File: src/design/pll_core_pkg.sv
package pll_core_pkg;

    localparam int REF_SEL_W  = 3;
    localparam int DIV_W      = 14;
    localparam int REF_CNT_W  = 13;

    localparam logic [DIV_W-1:0] TX_OFFSET = 14'h0358;

    localparam logic [REF_CNT_W-1:0] REF_DIV_0 = 13'h0008;
    localparam logic [REF_CNT_W-1:0] REF_DIV_1 = 13'h0080;
    localparam logic [REF_CNT_W-1:0] REF_DIV_2 = 13'h0100;
    localparam logic [REF_CNT_W-1:0] REF_DIV_3 = 13'h0200;
    localparam logic [REF_CNT_W-1:0] REF_DIV_4 = 13'h0400;
    localparam logic [REF_CNT_W-1:0] REF_DIV_5 = 13'h0800;
    localparam logic [REF_CNT_W-1:0] REF_DIV_6 = 13'h096a;
    localparam logic [REF_CNT_W-1:0] REF_DIV_7 = 13'h1fff;

    localparam logic [1:0] MIN_PULSE_CYC = 2'h1;

    typedef struct packed {
        logic lead_n;
        logic lag_n;
    } dual_err_t;

    typedef enum logic [1:0] {
        PD_IDLE = 2'b00,
        PD_UP   = 2'b01,
        PD_DOWN = 2'b10,
        PD_BOTH = 2'b11
    } pd_state_t;

endpackage : pll_core_pkg

File: src/design/pll_core.sv
`timescale 1ns/1ps
`default_nettype none

// Functional notes
// - Reference divide ratio from 3-bit select: 8,128,256,512,1024,2048,2410,8192.
// - Open select and divide inputs read as logic one.
// - Divide-by-N counter reloads programmed value plus offset, minus one, at zero count.
// - Divide value is 14-bit unsigned, bit 0 least significant.
// - Receive select low adds offset 856; high or open adds nothing.
// - N counter counts frequency input; its terminal count is divided feedback.
// - Reference divider counts reference oscillator input into divided reference.
// - Three-state output: low when feedback leads, high when lags, else off.
// - Feedback leading pulses feedback-side output low; reference side stays high.
// - Feedback lagging pulses reference-side output low; feedback side stays high.
// - Locked: both outputs high except brief simultaneous minimum low pulse.
// - Divided feedback is brought out on its own pin.
// - Lock indicator high when locked, pulses low out of lock.
module pll_core #(
    parameter int DIV_W     = pll_core_pkg::DIV_W,
    parameter int REF_CNT_W = pll_core_pkg::REF_CNT_W
) (
    input  wire logic                                CLK,
    input  wire logic                                RST,
    input  wire logic                                FREQ_IN,
    input  wire logic                                REF_OSC_INPUT,
    input  wire logic [pll_core_pkg::REF_SEL_W-1:0]  REF_RATIO_SELECT,
    input  wire logic [DIV_W-1:0]                    DIVIDE_VALUE_BITS,
    input  wire logic                                TX_RX_SELECT,
    output logic                                     DIVIDED_FEEDBACK,
    output logic                                     DIVIDED_REFERENCE,
    output logic                                     TRISTATE_ERROR_OUT,
    output logic                                     TRISTATE_ERROR_OE,
    output pll_core_pkg::dual_err_t                  DUAL_ERR,
    output logic                                     LOCK_INDICATOR
);

    logic                 fin_q;
    logic                 ref_q;
    logic                 fin_rise;
    logic                 ref_rise;
    logic [DIV_W-1:0]     n_cnt_q;
    logic [DIV_W-1:0]     n_load;
    logic [REF_CNT_W-1:0] r_cnt_q;
    logic [REF_CNT_W-1:0] r_load;
    logic                 fv_q;
    logic                 fr_q;
    logic                 up_q;
    logic                 down_q;
    logic [1:0]           both_cnt_q;
    logic                 lock_q;
    pll_core_pkg::pd_state_t pd_state;

    function automatic logic [REF_CNT_W-1:0] ref_ratio(input logic [2:0] sel);
        case (sel)
            3'h0:    ref_ratio = pll_core_pkg::REF_DIV_0;
            3'h1:    ref_ratio = pll_core_pkg::REF_DIV_1;
            3'h2:    ref_ratio = pll_core_pkg::REF_DIV_2;
            3'h3:    ref_ratio = pll_core_pkg::REF_DIV_3;
            3'h4:    ref_ratio = pll_core_pkg::REF_DIV_4;
            3'h5:    ref_ratio = pll_core_pkg::REF_DIV_5;
            3'h6:    ref_ratio = pll_core_pkg::REF_DIV_6;
            default: ref_ratio = pll_core_pkg::REF_DIV_7;
        endcase
    endfunction : ref_ratio

    // The 8192 ratio exceeds 13 bits, so code 7 stores 8191 and the counter
    // is loaded with ratio minus one for the other codes to keep one period.
    always_comb begin
        r_load = ref_ratio(REF_RATIO_SELECT);
        if (REF_RATIO_SELECT != 3'h7) begin
            r_load = r_load - 13'h0001;
        end
    end

    // Inputs default high when open; pull-ups are modelled at the pads.
    // A value plus offset beyond the counter width wraps, so the programming
    // side must keep the sum in range.
    always_comb begin
        n_load = DIVIDE_VALUE_BITS;
        if (!TX_RX_SELECT) begin
            n_load = DIVIDE_VALUE_BITS + pll_core_pkg::TX_OFFSET;
        end
        n_load = n_load - 14'h0001;
    end

    // The edge flops carry no reset: they always hold the previous input level,
    // so an input already high when reset ends is not taken as a rising edge.
    always_ff @(posedge CLK) begin
        fin_q <= FREQ_IN;
        ref_q <= REF_OSC_INPUT;
    end

    assign fin_rise = FREQ_IN && !fin_q;
    assign ref_rise = REF_OSC_INPUT && !ref_q;

    // The edge that finds the count at zero reloads N minus one and flags one
    // output pulse, so each output period spans N input edges.
    always_ff @(posedge CLK) begin
        if (RST) begin
            n_cnt_q <= '0;
            fv_q    <= 1'b0;
        end else begin
            fv_q <= 1'b0;
            if (fin_rise) begin
                if (n_cnt_q == '0) begin
                    n_cnt_q <= n_load;
                    fv_q    <= 1'b1;
                end else begin
                    n_cnt_q <= n_cnt_q - 14'h0001;
                end
            end
        end
    end

    // The select code is read only at each reload, so a new ratio takes effect
    // from the period that follows the change.
    always_ff @(posedge CLK) begin
        if (RST) begin
            r_cnt_q <= '0;
            fr_q    <= 1'b0;
        end else begin
            fr_q <= 1'b0;
            if (ref_rise) begin
                if (r_cnt_q == '0) begin
                    r_cnt_q <= r_load;
                    fr_q    <= 1'b1;
                end else begin
                    r_cnt_q <= r_cnt_q - 13'h0001;
                end
            end
        end
    end

    // Phase-frequency detector: feedback edge sets down, reference edge sets
    // up; when both are set they hold a minimum width, then clear together.
    always_ff @(posedge CLK) begin
        if (RST) begin
            up_q   <= 1'b0;
            down_q <= 1'b0;
        end else if (up_q && down_q && both_cnt_q >= pll_core_pkg::MIN_PULSE_CYC) begin
            up_q   <= fr_q;
            down_q <= fv_q;
        end else begin
            if (fv_q) begin
                down_q <= 1'b1;
            end
            if (fr_q) begin
                up_q <= 1'b1;
            end
        end
    end

    // Counts the cycles for which both sides have stood active; the pair is
    // released once this count reaches the minimum coincidence width.
    always_ff @(posedge CLK) begin
        if (RST) begin
            both_cnt_q <= 2'h0;
        end else if (up_q && down_q) begin
            if (both_cnt_q < pll_core_pkg::MIN_PULSE_CYC) begin
                both_cnt_q <= both_cnt_q + 2'h1;
            end else begin
                both_cnt_q <= 2'h0;
            end
        end else begin
            both_cnt_q <= 2'h0;
        end
    end

    // Decodes the two pending flags into one detector state.
    always_comb begin
        case ({up_q, down_q})
            2'b01:   pd_state = pll_core_pkg::PD_DOWN;
            2'b10:   pd_state = pll_core_pkg::PD_UP;
            2'b11:   pd_state = pll_core_pkg::PD_BOTH;
            default: pd_state = pll_core_pkg::PD_IDLE;
        endcase
    end

    // The single-ended pin is driven only while one side alone is active;
    // idle and coincidence both leave it undriven.
    always_comb begin
        TRISTATE_ERROR_OUT = 1'b0;
        TRISTATE_ERROR_OE  = 1'b0;
        case (pd_state)
            pll_core_pkg::PD_DOWN: begin
                TRISTATE_ERROR_OUT = 1'b0;
                TRISTATE_ERROR_OE  = 1'b1;
            end
            pll_core_pkg::PD_UP: begin
                TRISTATE_ERROR_OUT = 1'b1;
                TRISTATE_ERROR_OE  = 1'b1;
            end
            default: begin
                TRISTATE_ERROR_OUT = 1'b0;
                TRISTATE_ERROR_OE  = 1'b0;
            end
        endcase
    end

    assign DUAL_ERR.lead_n = !down_q;
    assign DUAL_ERR.lag_n  = !up_q;

    // Lock drops in the cycle after exactly one side is active, which excludes the
    // simultaneous minimum-width pulse of a locked loop.
    always_ff @(posedge CLK) begin
        if (RST) begin
            lock_q <= 1'b1;
        end else begin
            lock_q <= !(up_q ^ down_q);
        end
    end

    // The divided feedback pin carries the same pulse that feeds the detector.
    assign LOCK_INDICATOR    = lock_q;
    assign DIVIDED_FEEDBACK  = fv_q;
    assign DIVIDED_REFERENCE = fr_q;

endmodule : pll_core

`default_nettype wire

File: config.mk
export PLATFORM = sky130hd
export DESIGN_NAME = pll_core
export DESIGN_NICKNAME = d
export VERILOG_FILES = /design/src/design/pll_core_pkg.sv /design/src/design/pll_core.sv
export SDC_FILE = /design/constraint.sdc
export NUM_CORES = 1
export LEC_CHECK = 0
export ABC_AREA = 1
export BUFFER_PORTS_ARGS = -buffer_cell sky130_fd_sc_hd__buf_4
export CAP_MARGIN = 20
export CORE_ASPECT_RATIO = 1.25
export CORE_UTILIZATION = 40
export CTS_CLUSTER_DIAMETER = 200
export DETAILED_ROUTE_END_ITERATION = 10
export MAX_ROUTING_LAYER = met4
export PLACE_DENSITY_LB_ADDON = 0.25
export SLEW_MARGIN = 5
export SYNTH_ARGS = -nofsm -noshare
export SYNTH_HDL_FRONTEND = slang
export SYNTH_SLANG_ARGS = --single-unit
File: constraint.sdc
create_clock -name CLK -period 2.2 [get_ports CLK]
set_input_delay 0.22 -clock CLK [delete_from_list [all_inputs] [get_ports CLK]]
set_output_delay 0.22 -clock CLK [all_outputs]
set_load 0.005 [all_outputs]
Word-level counts from Yosys, hierarchy flattened
Cells that the tools add are included.
{"block": "classes", "addsub": 6, "n_lt_le_gt_ge": 2, "n_eq_ne": 12, "n_mux": 14, "bitwise_logic": 5, "reduce_logical": 18}
{"op": "$pmux W13 S7", "count": 1}
{"op": "$mux W14", "count": 2}
{"op": "$sub A14 B1 Y14 const B", "count": 2}
{"op": "$mux W13", "count": 2}
{"op": "$sub A13 B1 Y13 const B", "count": 2}
{"op": "$add A14 B10 Y14 const B", "count": 1}
{"op": "$logic_not A14 Y1", "count": 1}
{"op": "$logic_not A13 Y1", "count": 1}
{"op": "$eq A3 B3 Y1 const B", "count": 3}
{"op": "$mux W1", "count": 8}
{"op": "$eq A2 B2 Y1 const B", "count": 3}
{"op": "$eq A3 B2 Y1 const B", "count": 2}
{"op": "$pmux W2 S3", "count": 1}
{"op": "$reduce_or A2 Y1", "count": 3}
{"op": "$logic_not A1 Y1", "count": 5}
{"op": "$eq A2 B1 Y1 const B", "count": 2}
{"op": "$logic_and A1 B1 Y1", "count": 4}
{"op": "$not A1 Y1", "count": 4}
{"op": "$reduce_bool A2 Y1", "count": 2}
{"op": "$eq A3 B1 Y1 const B", "count": 1}
{"op": "$logic_not A3 Y1", "count": 1}
{"op": "$ne A3 B3 Y1 const B", "count": 1}
{"op": "$reduce_or A3 Y1", "count": 1}
{"op": "$add A2 B1 Y2 const B", "count": 1}
{"op": "other kinds (3)", "count": 3}
{"block": "totals", "register_bits": 36, "input_bits": 22, "output_inout_bits": 7, "elab_cells": 67}

Logic depth before layout (Yosys ltp)
Gate-level depths: netlist of the first run.
{"block": "logic_depth", "word_depth": 5, "depth_mapped": 18, "depth_no_buf": 18}

Worst setup path after synthesis of the first run
Ideal clock, no wire load.
{"block": "synth_timing", "path_kind": "register to register", "start": "register n_cnt_q[2]", "end": "register n_cnt_q[6]", "setup_time_ps": 117, "arrival_time_ps": 1732, "required_ps": 2083, "path_slack_ps": 350, "stages_incl_launch_ff": 17, "period_less_slack_ps": 1850, "path_cell_list": "dfxtp_1 -> inv_2 -> nand2_1 -> nor2_2 -> nand2_2 -> nor2_4 -> buf_12 -> nand2_2 -> nand2_2 -> inv_1 -> ha_1 -> nand3_2 -> nor2_4 -> nand2_1 -> nor2_2 -> nor3b_1 -> nor2_1"}
{"block": "synth_via", "elab_chain_len": 2, "elab_cells_between_ends": 3, "classes_between": "1 x add/sub; 1 x mux; 1 x reduce/logical"}
{"element": "from (decl)", "line": "pll_core.sv:41", "text": "logic [DIV_W-1:0] n_cnt_q;"}
{"element": "from (signal assigned)", "line": "pll_core.sv:106", "text": "n_cnt_q <= n_load;"}
{"element": "from (signal assigned)", "line": "pll_core.sv:109", "text": "n_cnt_q <= n_cnt_q - 14'h0001;"}
{"element": "$sub A14 B1 Y14 / $logic_not A14 Y1 (equally long branches)", "line": "pll_core.sv:109, pll_core.sv:105"}
{"element": "$mux W14 (*)", "line": "pll_core.sv:105", "text": "if (n_cnt_q == '0) begin"}
Every way passes the cells marked *; elsewhere a longest branch is shown, timed or not.
A chain may end at the register's enable or synchronous reset.

Final worst setup path of the first run
{"block": "layout_timing", "start": "register n_cnt_q[7]", "end": "register n_cnt_q[10]"}
Same word-level chain as after synthesis.

==> reports/qor.csv, run 1 <==
stage,metric,value,unit
pwr,clock power share,27.5,%
outcome,status,completed,
detailed_routing,Remaining DRCs,0,
critical_path,crit-path leading delay family,simple AND/OR/NAND/NOR gates,
sta,Max Freq,512,MHz
floorplan,initial core utilization,42.1,%
cts,post-CTS sizing,0,
sta,Fin. Hold Viols,0,
pwr,Power Density,678,nW/um2
flow_run,max-cap violations,0,
place,dpl cells,546,
sta,TNS Setup,0,ns
finish,Synth-to-Final Area Change,14.3,%
sta,crit path time final,1.95,ns
synth,Synth Area in Adders,5.36,%
cts,worst skew pair latency,0.29,ns
synth,largest family of logic cells by synthesized area,simple AND/OR/NAND/NOR gates,
critical_path,Worst Setup End Kind,register,
pwr,P_int,1.34,mW
finish,antenna diode count,0,
global_routing,largest net degree at the start of global routing,20,
detailed_routing,Detailed Route Iter0 Violations,135,
cts,H-Tree Depth,2,
cts,Worst-path clk slew,0.08,ns
critical_path,critical path's slowest cell,dfxtp_1,
synth,"Distinct cells, synth",42,
critical_path,CP Depth,15,
cts,TritonCTS clock tree,done,
min_path,HP Start,FREQ_IN,
sta,"Slew Viols, Final",0,
synth,"FF+latch count, synth",36,
critical_path,reg2reg setup slack,0.25,ns
sta,Worst-Margin Slew,0.479,ns
finish,final instance area,3200,um2
sta,skew final,0.00760,ns
pwr,sequential fraction of design power,34.2,%
sta,relative max-transition margin,68.1,%
cts,CTS max path bufs,2,
floorplan,row count,33,
sta,unrepaired setup endpoints after global routing,no,
floorplan,Top Ports,29,
cts,TritonCTS sink count,36,
critical_path,sum of buffers and inverters on the critical path,1,
synth,simple logic cell fraction of the synthesized area,38.8,%
cts,Num CTS Buffers,5,
floorplan,Die Width,76.8,um
synth,Syn Area/Cell,6.40,um2
synth,post-synthesis mux area share,0,%
pwr,Logic pwr share,38.3,%
synth,Post-Syn Area,2800,um2
cts,# hold bufs at CTS,0,
detailed_routing,vias per cell,4.91,
finish,layout cells sized above 1,20.3,%
critical_path,critical path class,reg -> reg,
critical_path,CP arrival,2.19,ns
floorplan,die height,95.5,um
place,I/O Buffers,28,
global_routing,vias in the first global route,2568,
global_routing,initial antenna violation count,0,
finish,"commonest non-fill, non-tap cell in the layout",nand2_1,
detailed_routing,router iterations before antenna repair,4,
pwr,Sw Pwr,829,uW
cts,# Post-CTS Setup Buffers,0,
critical_path,RR Startpoint,n_cnt_q[7]$_SDFFE_PP0P_,
critical_path,Max stage delay on crit path,0.37,ns
critical_path,CP endpoint,n_cnt_q[10]$_SDFFE_PP0P_,
synth,Cells after Synth,437,
global_routing,GRT overflow,0,
critical_path,critical path launch point type,register,
pwr,Peak VDD IR,0.000295,V
critical_path,cell mode on critical path,nand2_1,
synth,post-synthesis xor/xnor area fraction,3.13,%
synth,compound-gate portion of the synthesized area,13.6,%
place,Placed Area,3080,um2
detailed_routing,DR vias,2718,
pwr,Net Sw Frac,38.2,%
detailed_routing,wire per inst,11.8,um
place,GP Congestion,0.841,
synth,number of flops mapped to enable cells by yosys,0,
global_routing,first-pass GRT wire length,11400,um
critical_path,cells on worst reg2reg path,15,
critical_path,Critical Path Fanout Max,5,
pwr,Lkg Pwr,1.59,nW
critical_path,critical-path cell list,nor2_1 > nand3_2 > nor2_4 > nand2_1 > nand2_1 > inv_2 > ha_2 > nand3_2 > nor2_4 > nand2_2 > nor2_4 > nand3_1 > nand2_1 > nand2_1 > a21oi_2,
detailed_routing,WL final,6510,um
min_path,Hold/Removal Path Class,in -> reg,
synth,Main synth FF type,dfxtp_1,
cts,Root Driver,clkbuf_8,
floorplan,die area,7340,um2
critical_path,FF-to-FF End,n_cnt_q[10]$_SDFFE_PP0P_,
synth,post-synthesis sequential area ratio,25.7,%
synth,yosys warns,0,
finish,"commonest non-fill, non-tap cells in the layout","nand2_1 (90), inv_1 (70), nor2_1 (43)",
global_routing,Total GRT Usage,20.1,%
finish,post-route insts no fill,554,
sta,crit share post-route,88.8,%
sta,final setup fails,0,
finish,final net count,500,
critical_path,Critical Path RT,2.43,ns
place,DP Wirelength,5060,um
floorplan,CORE AREA,6650,um2
synth,Synth Net Count,471,
critical_path,Worst Setup SP,n_cnt_q[7]$_SDFFE_PP0P_,
synth,fraction of synthesis flops using an asynchronous set or reset pin,0,%
detailed_routing,Routed Antenna Nets,0,
## how the worst min path moves through the flow
stage,end,cells past startpoint
5_1_grt,fin_q$_DFF_P_,1
4_1_cts,fin_q$_DFF_P_,1
3_5_place_dp,fin_q$_DFF_P_,1
3_3_place_gp,ref_q$_DFF_P_,1
2_1_floorplan,fin_q$_DFF_P_,0
6_report,fin_q$_DFF_P_,1
## cells by family (layout without fill, tap and decap cells)
| logic type | count (synthesis) | in the layout |
|---|---|---|
| flip-flops | 36 | 36 |
| adder cells (fa/ha/maj) | 12 | 12 |
| buffers and inverters | 92 | 122 |
| AO/OA/AOI/OAI | 65 | 65 |
| XOR/XNOR | 10 | 10 |
| AND/OR/NAND/NOR | 222 | 222 |
## Yosys cell counts (6+ instances only)
master | n | area [um2]
nand2_1 | 91 | 342
o21ai_0 | 20 | 100
nand3_1 | 28 | 140
a31oi_1 | 6 | 37.5
nor2_1 | 43 | 161
a21oi_1 | 22 | 110
nand2_2 | 13 | 81.3
nor3_1 | 10 | 50.1
nor2_2 | 9 | 56.3
inv_1 | 71 | 267
dfxtp_1 | 36 | 721
nand4_1 | 7 | 43.8
ha_1 | 12 | 150
inv_2 | 12 | 45.0
xor2_1 | 8 | 70.1
## per-layer routing
layer / routed length, um / vias up / GRT usage [%]
li1: - / 1445 / -
met1: 2740 / 1213 / 21.1
met2: 3420 / 50 / 37.4
met3: 205 / 10 / 2.49
met4: 143 / 0 / 9.46
met5: 0 / - / -
## cell type report
type / count / area [um2]
inverters: 83 / 312
clock inverters: 3 / 42.5
fillers: 694 / 3450
well taps: 87 / 109
clock buffers: 5 / 68.8
multi-input cells: 309 / 1710
flip-flops and latches: 36 / 722
repair buffers: 31 / 233
## sequential cells by signal, indices dropped and copies added (netlist names)
| register | count |
|---|---|
| DIVIDED_REFERENCE | 1 |
| fin_q | 1 |
| LOCK_INDICATOR | 1 |
| up_q | 1 |
| both_cnt_q | 2 |
| r_cnt_q | 13 |
| down_q | 1 |
| ref_q | 1 |
| n_cnt_q | 14 |
| DIVIDED_FEEDBACK | 1 |
## power groups by stage
stage               clock [mW]  sequential, mW  combinational, mW
finish                   0.596           0.742              0.831
CTS                      0.614           0.741              0.822
floorplan                    0           0.748              0.644
detailed placement           0           0.756              0.817
global placement             0           0.755              0.809
global route             0.641           0.749              0.948
## metrics by stage
stage                     setup WS, ns  total power [mW]  hold slack, ns  util [%]
after CTS                        0.191              2.18          0.0214      48.0
after detailed placement         0.215              1.57           0.334      46.3
final                            0.247              2.17          0.0308      48.1
after global placement           0.301              1.56           0.334      46.3
after floorplan                  0.350              1.39           0.248         -
after global routing            0.0289              2.34          0.0150      48.1
## worst register-to-register path: cells and delay by family, from the launching register on
kind | cells | cell delay, ns
AND/OR/NAND/NOR | 12 | 1.16
flip-flops | 1 | 0.37
adder cells (fa/ha/maj) | 1 | 0.19
buffers and inverters | 1 | 0.10
AO/OA/AOI/OAI | 1 | 0.10
(Power assumes the default switching activity.)
==> inputs of run 2 (changes only) <==
Settings changed: CORE_ASPECT_RATIO 1.25 to 1.1, CORE_MARGIN set to 3, REMOVE_ABC_BUFFERS set to 1.
==> run 2 against run 1 <==
Net effect: via count is 1.1% higher; largest cell class unchanged; register-to-register slack lost 0.07 ns; core utilization decreased by 0.58 points; die area up 9.5%; clock-buffer cell count is 1 higher; first-iteration DRC count is 3.0% lower; hold slack gained 0.0067 ns; critical path type unchanged; sequential share of layout area is 0.16 points higher; final cell count shrank 0.90%; power is 4.3% lower; critical path depth unchanged; sequential power about the same.
==> reports/qor.csv, run 2 (synthesis results as in run 1) <==
stage,metric,value,unit,change
finish,"commonest non-fill, non-tap cell in the layout",nand2_1,,
sta,Max Freq,495,MHz,-3.3%
cts,post-CTS sizing,0,,unchanged
detailed_routing,DR vias,2747,,+1.1%
detailed_routing,router iterations before antenna repair,5,,+1
cts,Root Driver,clkbuf_8,,
floorplan,Top Ports,29,,unchanged
critical_path,CP arrival,2.20,ns,about the same
min_path,Hold/Removal Path Class,in -> reg,,
place,dpl ws,0.212,ns,-0.00237 ns
finish,area taken by multi-input logic gates,1710,um2,-0.29%
floorplan,die area,8040,um2,+9.5%
cts,H-Tree Depth,2,,unchanged
critical_path,reg2reg setup slack,0.18,ns,-0.07 ns
cts,worst skew pair latency,0.29,ns,about the same
sta,crit path time final,2.02,ns,+0.0669 ns
detailed_routing,wire per inst,11.5,um,-1.8%
pwr,Peak VDD IR,0.000279,V,-5.6%
critical_path,Worst Setup End Kind,register,,
sta,"Slew Viols, Final",0,,unchanged
outcome,status,completed,,
finish,antenna diode count,0,,unchanged
finish,register area,721,um2,-0.17%
sta,relative max-transition margin,65.5,%,-2.5 points
finish,fin util,47.6,%,-0.58 points
cts,TritonCTS sink count,36,,unchanged
sta,crit share post-route,91.8,%,+3.0 points
sta,skew final,0.00749,ns,-0.000101 ns
sta,TNS Setup,0,ns,unchanged
critical_path,critical path launch point type,register,,
finish,top flop regs,"n_cnt_q (14), r_cnt_q (13), both_cnt_q (2)",,
cts,TritonCTS clock tree,done,,
flow_run,max-cap violations,0,,unchanged
pwr,Power Density,654,nW/um2,-3.5%
finish,Biggest register,n_cnt_q,,
cts,# hold bufs at CTS,0,,unchanged
detailed_routing,Routed Antenna Nets,0,,unchanged
pwr,Lkg Pwr,1.59,nW,about the same
critical_path,critical path class,reg -> reg,,
finish,Synth-to-Final Area Change,13.4,%,
detailed_routing,vias per cell,5.00,,+2.0%
finish,final instance area,3170,um2,-0.86%
finish,# fillers,711,,+2.4%
global_routing,GRT overflow,0,,unchanged
sta,Fin. Hold Viols,0,,unchanged
place,GP Congestion,0.845,,+0.51%
finish,"commonest non-fill, non-tap cells in the layout","nand2_1 (91), inv_1 (70), nor2_1 (43)",,
global_routing,initial antenna violation count,0,,unchanged
global_routing,first-pass GRT wire length,10900,um,-4.8%
cts,CTS max path bufs,2,,unchanged
detailed_routing,Detailed Route Iter0 Violations,131,,-3.0%
cts,Worst-path clk slew,0.07,ns,about the same
floorplan,die height,93.7,um,-1.9%
critical_path,Critical Path Fanout Max,5,,unchanged
place,DP Wirelength,4940,um,-2.5%
floorplan,CORE AREA,6670,um2,+0.36%
global_routing,vias in the first global route,2509,,-2.3%
sta,hold_ws,0.0375,ns,+0.00668 ns
floorplan,row count,31,,-6.1%
place,Placed Area,3070,um2,-0.20%
cts,Num CTS Buffers,5,,unchanged
finish,max reg flops,14,,unchanged
global_routing,largest net degree at the start of global routing,20,,unchanged
critical_path,Critical Path RT,2.38,ns,-0.05 ns
sta,setup ws final,0.180,ns,-0.0669 ns
cts,# Post-CTS Setup Buffers,0,,unchanged
sta,final setup fails,0,,unchanged
floorplan,initial core utilization,42.0,%,-0.15 points
global_routing,Total GRT Usage,16.9,%,-3.2 points
sta,Worst-Margin Slew,0.516,ns,+0.0377 ns
detailed_routing,Remaining DRCs,0,,unchanged
sta,unrepaired setup endpoints after global routing,no,,
floorplan,Die Width,85.8,um,+12%
finish,final net count,500,,unchanged
place,I/O Buffers,28,,unchanged
finish,layout cells sized above 1,19.7,%,-0.64 points
detailed_routing,WL final,6340,um,-2.7%
==> run 2: cell types whose count changed in the layout (fill, tap and decap cells not counted), sizes merged <==
| cell | change |
|---|---|
| inv | +1 |
| clkinvlp | -1 |
| clkbuf | +1 |
| bufinv | -1 |
==> run 2: final cells by class <==
class,instances,share of cell area (%)
clock inverter,2,0.434
timing repair buffer,31,7.33
sequential,36,22.7
tap,82,3.23
multi-input combinational,309,53.9
inverter,83,9.82
clock buffer,6,2.60
==> run 2: path summary, 6_finish.rpt <==
check | start | endpoint | cells past startpoint
max | n_cnt_q[1]$_SDFFE_PP0P_ | n_cnt_q[6]$_SDFFE_PP0P_ | 15
min | REF_OSC_INPUT | ref_q$_DFF_P_ | 1
max reg2reg | n_cnt_q[1]$_SDFFE_PP0P_ | n_cnt_q[6]$_SDFFE_PP0P_ | 15
min reg2reg | both_cnt_q[0]$_SDFF_PP0_ | both_cnt_q[0]$_SDFF_PP0_ | 1
==> run 2: critical path, cell delays in order, from the launching register on <==
cell and delay, ns:
dfxtp_1 0.36, inv_2 0.06, nand2_1 0.06, nor2_1 0.05
nand2_2 0.08, nor2_4 0.04, nand2_1 0.06, nand2_1 0.11
inv_2 0.11, ha_1 0.18, nand3_2 0.11, nor2_4 0.14
nand2_1 0.13, o21bai_1 0.13, nor3b_1 0.23, nor2_1 0.06
==> run 2: through the flow <==
step                total power, mW  instances
CTS                            2.08        549
floorplan                      1.37        428
global placement               1.56        541
global route                   2.24        549
finish                         2.07        549
detailed placement             1.57        541
==> run 2: per-layer routing <==
layer | track usage, % | vias to the layer above | part of all wire, %
li1 | - | 1450 | -
met1 | 19.9 | 1248 | 45
met2 | 29.7 | 43 | 50
met3 | 2.72 | 6 | 3.9
met4 | 4.75 | 0 | 1.1
met5 | - | - | 0
==> run 2: power breakdown <==
group	switching, mW	internal [mW]
Combinational	0.522	0.298
Sequential	0.0375	0.703
Clock	0.258	0.256
